### src/rtl/rsd_pkg.sv
// Package with opcode encodings, widths and carrier types for the rotate and fill datapath.
package rsd_pkg;
    // ==========================================
    // Widths and encodings
    // ==========================================
    localparam int RSD_W = 8;
    localparam logic [7:0] RSD_ALL_ONES = 8'hFF;
    localparam logic [7:0] RSD_ZERO = 8'h00;
    localparam logic [6:0] RSD_OPC_ROT_RIGHT_PLAIN = 7'h10;
    localparam logic [6:0] RSD_OPC_FILL_ONES = 7'h15;
    localparam int RSD_MSB = 7;
    localparam int RSD_LSB = 0;

    // ==========================================
    // Instruction word fields
    // ==========================================
    localparam int RSD_OPC_HI = 15;
    localparam int RSD_OPC_LO = 9;
    localparam int RSD_DBIT = 8;
    localparam int RSD_ADDR_HI = 7;
    localparam int RSD_ADDR_LO = 0;

    typedef struct packed {
        logic valid;
        logic [15:0] word;
    } rsd_instr_t;

    typedef struct packed {
        logic we;
        logic [7:0] addr;
        logic [7:0] data;
    } rsd_fwrite_t;
endpackage : rsd_pkg

### src/rtl/rsd_datapath.sv
// Execute datapath for the plain rotate-right and fill-with-ones instructions.
`timescale 1ns/1ps
`default_nettype none
module rsd_datapath (
    input wire logic i_clk,
    input wire logic i_rst_n,
    input wire rsd_pkg::rsd_instr_t i_instr,
    input wire logic [7:0] i_file_data,
    input wire logic [7:0] i_status,
    output logic [7:0] o_file_addr,
    output rsd_pkg::rsd_fwrite_t o_fwrite,
    output logic [7:0] o_acc,
    output logic [7:0] o_status,
    output logic o_done
);
    import rsd_pkg::*;

    // ==========================================
    // Instruction field split
    // ==========================================
    // The opcode, the destination or scope bit and the file address are cut
    // from the instruction word once, so that the rest of the block reads
    // names rather than bit positions.
    wire logic [6:0] opc = i_instr.word[RSD_OPC_HI:RSD_OPC_LO];
    wire logic dbit = i_instr.word[RSD_DBIT];
    wire logic [7:0] faddr = i_instr.word[RSD_ADDR_HI:RSD_ADDR_LO];
    wire logic instr_valid = i_instr.valid;

    // The file is read combinationally in the same cycle, so the read
    // address follows the instruction word with no register in between.
    assign o_file_addr = faddr;

    // ==========================================
    // Opcode decode
    // ==========================================
    // Any other opcode, or an empty instruction slot, leaves the file write enable
    // and the completion flag idle and the accumulator untouched.
    wire logic opc_rot = (opc == RSD_OPC_ROT_RIGHT_PLAIN);
    wire logic opc_fill = (opc == RSD_OPC_FILL_ONES);
    wire logic is_rot = instr_valid && opc_rot;
    wire logic is_fill = instr_valid && opc_fill;
    wire logic is_ours = is_rot || is_fill;

    // ==========================================
    // Rotate right without carry
    // ==========================================
    // Each result bit takes the operand bit one place above it, and the top
    // bit takes the old bit 0, so no carry enters or leaves the word.
    logic [7:0] rot_val;
    for (genvar g = 0; g < RSD_W; g++) begin : g_rot
        assign rot_val[g] = i_file_data[(g + 1) % RSD_W];
    end

    // ==========================================
    // Destination steering
    // ==========================================
    // The rotate goes either to the accumulator or back to the file, never
    // both. A fill always writes the file and writes the accumulator too
    // only when its scope bit is clear.
    wire logic rot_to_file = is_rot && dbit;
    wire logic rot_to_acc = is_rot && !dbit;
    wire logic fill_both = is_fill && !dbit;
    wire logic fill_file = is_fill && dbit;

    wire logic f_we = rot_to_file || is_fill;
    wire logic [7:0] f_val = is_fill ? RSD_ALL_ONES : rot_val;
    wire logic acc_we = rot_to_acc || fill_both;
    wire logic [7:0] acc_val = is_fill ? RSD_ALL_ONES : rot_val;

    // The whole write request is formed here so the register below only
    // has to capture it.
    rsd_fwrite_t next_fwrite;
    assign next_fwrite = '{we: f_we, addr: faddr, data: f_val};

    // The accumulator keeps its value unless this cycle's instruction names
    // it as a destination.
    logic [7:0] acc;
    wire logic [7:0] next_acc = acc_we ? acc_val : acc;

    // ==========================================
    // Accumulator register
    // ==========================================
    always_ff @(posedge i_clk or negedge i_rst_n) begin
        if (!i_rst_n) begin
            acc <= RSD_ZERO;
        end else begin
            acc <= next_acc;
        end
    end
    assign o_acc = acc;

    // ==========================================
    // File write request register
    // ==========================================
    // The write enable stands for one cycle after each instruction that
    // writes the file, and again only if the next instruction does so too.
    always_ff @(posedge i_clk or negedge i_rst_n) begin
        if (!i_rst_n) begin
            o_fwrite <= '0;
        end else begin
            o_fwrite <= next_fwrite;
        end
    end

    // ==========================================
    // Completion pulse
    // ==========================================
    // Both instructions finish in the cycle after they are taken, so the
    // completion flag is simply the registered decode.
    always_ff @(posedge i_clk or negedge i_rst_n) begin
        if (!i_rst_n) begin
            o_done <= 1'b0;
        end else begin
            o_done <= is_ours;
        end
    end

    // ==========================================
    // Status pass-through
    // ==========================================
    // Neither instruction touches a flag, so the status word is carried
    // through unchanged with the same one-cycle latency as the results.
    logic [7:0] status;
    always_ff @(posedge i_clk or negedge i_rst_n) begin
        if (!i_rst_n) begin
            status <= RSD_ZERO;
        end else begin
            status <= i_status;
        end
    end
    assign o_status = status;

    // ==========================================
    // Checks
    // ==========================================
    // The expected rotate result is built here from a concatenation, apart
    // from the per-bit loop above, so a slip in either one shows.
    a_rot_value: assert property (
        @(posedge i_clk) disable iff (!i_rst_n)
        rot_to_file |=> o_fwrite.data == {$past(i_file_data[RSD_LSB]),
        $past(i_file_data[RSD_MSB:1])})
        else $error("rotate result wrong");

    a_rot_to_acc: assert property (
        @(posedge i_clk) disable iff (!i_rst_n)
        rot_to_acc |=> !o_fwrite.we && o_acc == {$past(i_file_data[RSD_LSB]),
        $past(i_file_data[RSD_MSB:1])})
        else $error("rotate to accumulator wrong");

    a_rot_to_file: assert property (
        @(posedge i_clk) disable iff (!i_rst_n)
        rot_to_file |=> o_fwrite.we && o_fwrite.addr == $past(faddr) && $stable(o_acc))
        else $error("rotate to file wrong");

    a_fill_both: assert property (
        @(posedge i_clk) disable iff (!i_rst_n)
        fill_both |=> o_fwrite.we && o_fwrite.data == RSD_ALL_ONES && o_acc == RSD_ALL_ONES)
        else $error("fill both wrong");

    a_fill_file_only: assert property (
        @(posedge i_clk) disable iff (!i_rst_n)
        fill_file |=> o_fwrite.we && o_fwrite.data == RSD_ALL_ONES && $stable(o_acc))
        else $error("fill file only wrong");

    a_fill_address: assert property (
        @(posedge i_clk) disable iff (!i_rst_n)
        is_fill |=> o_fwrite.addr == $past(faddr))
        else $error("fill address wrong");

    a_one_cycle: assert property (
        @(posedge i_clk) disable iff (!i_rst_n)
        is_ours |=> o_done)
        else $error("instruction not done in one cycle");

    a_status_kept: assert property (
        @(posedge i_clk) disable iff (!i_rst_n)
        1'b1 |=> o_status == $past(i_status))
        else $error("status altered");

    a_idle_quiet: assert property (
        @(posedge i_clk) disable iff (!i_rst_n)
        !is_ours |=> !o_fwrite.we && !o_done && $stable(o_acc))
        else $error("write without instruction");

    a_read_address: assert property (
        @(posedge i_clk) disable iff (!i_rst_n)
        o_file_addr == i_instr.word[RSD_ADDR_HI:RSD_ADDR_LO])
        else $error("read address wrong");

    // ==========================================
    // Coverage of the main scenarios
    // ==========================================
    c_rot_acc: cover property (@(posedge i_clk) disable iff (!i_rst_n) rot_to_acc);
    c_rot_file: cover property (@(posedge i_clk) disable iff (!i_rst_n) rot_to_file);
    c_fill_both: cover property (@(posedge i_clk) disable iff (!i_rst_n) fill_both);
    c_fill_file: cover property (@(posedge i_clk) disable iff (!i_rst_n) fill_file);
    c_back_to_back: cover property (@(posedge i_clk) disable iff (!i_rst_n)
        is_rot ##1 is_fill);
endmodule : rsd_datapath
`default_nettype wire

### config.mk
export PLATFORM = sky130hd
export DESIGN_NAME = rsd_datapath
export DESIGN_NICKNAME = d
export VERILOG_FILES = /design/src/rtl/rsd_pkg.sv /design/src/rtl/rsd_datapath.sv
export SDC_FILE = /design/constraint.sdc
export NUM_CORES = 1
export LEC_CHECK = 0
export CORE_AREA = 5 5 83 55
export DETAILED_ROUTE_END_ITERATION = 10
export DIE_AREA = 0 0 88 60
export DONT_BUFFER_PORTS = 1
export PLACE_DENSITY_LB_ADDON = 0.3
export SLEW_MARGIN = 10
export SYNTH_ARGS = -nofsm -noshare
export SYNTH_HDL_FRONTEND = slang
export SYNTH_SLANG_ARGS = --single-unit
### constraint.sdc
create_clock -name i_clk -period 1.56 [get_ports i_clk]
set_input_delay 0.078 -clock i_clk [delete_from_list [all_inputs] [get_ports i_clk]]
set_output_delay 0.078 -clock i_clk [all_outputs]
set_load 0.03 [all_outputs]
==> impl_results.md <==
- Outcome: finished, final reports clean
- CP required: 1.76 ns
- VDD IR max: 0.4826 mV
- Number of buffers on the longest clock path: 2
- Worst Hold Class: in -> reg
- H-tree levels: 2
- Tightest Pin Transition: 0.6194 ns
- Crit Reg-Reg Endpoint: o_acc[5]
- CP Max Fanout: 9
- DR pass1 iterations: 4
- Number of core rows: 18
- Top cell type by total area after synthesis: dfrtp_1
- Syn. warnings: 0
- Register Area: 850.8 um^2
- Min-delay src: i_instr[10]
- Mapped Cells: 95
- # nets final: 156
- Initial core utilization: 32.45%
- GPL Wtd Cong: 0.7662
- Clk_lat worst skew: 0.27 ns
- Area Overhead vs Synth: 32.62%
- Slew Limit Fails: 0
- Vias in the first global route: 939
- R2R Path Start: o_acc[5]
- Hpwl dp: 2.200 mm
- I/O Buffers: 0
- Drt wl/cell: 19.43 um
- Max Clk Rate: 671.6 MHz
- DRC: 0
- CP endpoint: o_fwrite[16]
- Startpoint class of the critical path: primary input
- Largest net degree at the start of global routing: 35
- Period utilization: 95.45%
- Iter 0 DRT Violations: 80
- Clock transition at path regs: 0.07 ns
- Post-CTS Resized: 0
- Synthesized flop and latch total: 34
- Layout cells sized above 1: 8.197%
- Number of diodes: 0
- Routed WL: 3.342 mm
- Clk_skew: 0 ns
- Number of setup violations in the final report: 0
- R2R Setup Slk: 0.65 ns
- Die Y: 60 um
- Multi-input logic area: 302.8 um^2
- Min Clock Period, post-route: 1.489 ns
- Max-slew headroom: 58.48%
- Total negative slack: 0 ns
- Antenna violations before repair: 0
- IO Pins: 77
- Post-synthesis sequential area ratio: 68.90%
- Crit path arrival time: 1.69 ns
- Finished Cell Area: 0.001638 mm^2
- CP Capture Type: flip-flop
- Worst R2R Path Depth: 2
- Netlist Area Pre-Place: 0.001235 mm^2
- CTS Buf Count: 5
- Die width: 88 um
- Dpl ws: 0.2669 ns
- Die area: 0.005280 mm^2
- Placed Area: 0.001216 mm^2
- Fillers: 366
- Setup WS post-layout: 0.07100 ns
- Post-Layout Cell Count: 172
- First-pass GRT wire length: 5.023 mm
- Final antenna-violating net count: 0
- Gr ovfl total: 0
- Vias per std cell: 5.099
- Final Hold Vio Count: 0
- CP Launch Point: i_instr[9]
- Max Cap Violations: 0
- RSZ-0062 raised after global routing: false
- Area contributors post-synth: dfrtp_1 (69%), a41oi_1 (5.0%), buf_4 (4.9%)
- Most frequent cells in the layout: dfrtp_1 (34), dlygate4sd3_1 (31), nor2_1 (10)
- Clk sinks: 34
- Syn_nets: 130
- Syn Area/Cell: 13.00 um^2
- WS Path Type: in -> reg
- Via count: 877
- Leak: 0.6942 nW
- Commonest non-fill, non-tap cell in the layout: dfrtp_1
- Post-synthesis cell type count: 19
- CTS tree: yes
- Root buf cell: clkbuf_8
- Inst Count DP: 132
- Post-synth top area share: 68.90%
- Core outline area: 0.003806 mm^2
- Power per cell area: 1168 mW/mm^2
- Total GRT Usage: 13.53%
[through the flow]
step / hold slack (ns) / util [%] / total power, mW
after floorplan: -0.2176 / - / 1.203
after global placement: -0.2169 / 31.95 / 1.185
after detailed placement: -0.2166 / 31.95 / 1.187
after CTS: 0.05083 / 43.03 / 1.953
after global routing: 0.05410 / 43.03 / 2.023
final: 0.07633 / 43.03 / 1.913
[power breakdown]
part / total, mW / switching, mW / leakage [nW] / internal, mW
Combinational: 0.159 / 0.0716 / 0.232 / 0.0869
Clock: 0.653 / 0.297 / 0.0482 / 0.356
Sequential: 1.10 / 0.161 / 0.413 / 0.940
Total: 1.91 / 0.530 / 0.694 / 1.38
[flip-flops by register name (all words and copies together), names as in the netlist]
| name | flops |
|---|---|
| o_done | 1 |
| o_fwrite | 17 |
| o_acc | 8 |
| o_status | 8 |
[critical path, cell delays in order]
cell and delay, ns:
dlygate4sd3_1 0.73, nand2_1 0.13, dlygate4sd3_1 0.59, a21oi_1 0.15
[per-layer routing]
| metal | wire (um) | up-vias | GRT usage [%] |
|---|---|---|---|
| met5 | 0 | - | 0 |
| met2 | 1584 | 60 | 21.24 |
| met1 | 1238 | 434 | 14.88 |
| met3 | 432 | 6 | 7.025 |
| li1 | - | 377 | - |
| met4 | 86 | 0 | 7.659 |
[worst min-delay path by stage]
stage | endpoint | slack [ns] | cells past startpoint
floorplan | o_acc[0] | -0.22 | 0
finish | o_done | 0.08 | 2
detailed placement | o_acc[7] | -0.22 | 0
global route | o_done | 0.05 | 2
CTS | o_done | 0.05 | 2
global placement | o_acc[3] | -0.22 | 0
[what timing repair did]
action | in CTS | in global routing
endpoints found under the hold margin | 66 | 0
hold buffers | 32 | 0
setup buffers | 0 | 0
[kinds of logic after synthesis]
family          synth area share (%)
buf+inv                        6.586
flops                          68.90
simple gates                   17.53
compound gates                 6.991
[cells in the mapped netlist, drive strengths merged]
cell	instances
a21oi	5
a41oi	7
and4	1
and4bb	1
buf	10
clkbuf	3
dfrtp	34
nand2	3
nand2b	9
nand4	1
nand4b	1
nand4bb	1
nor2	10
nor3	1
nor3b	1
nor4	5
or2b	1
or4	1
[layout make-up]
cell class / count / share of cell area (%)
repair buffers: 32 / 20.17
multi-input cells: 48 / 18.49
well taps: 50 / 3.820
flip-flops and latches: 34 / 51.95
clock inverters: 1 / 0.3056
clock buffers: 7 / 5.271
Note: power is estimated with default switching activity, not from simulation.
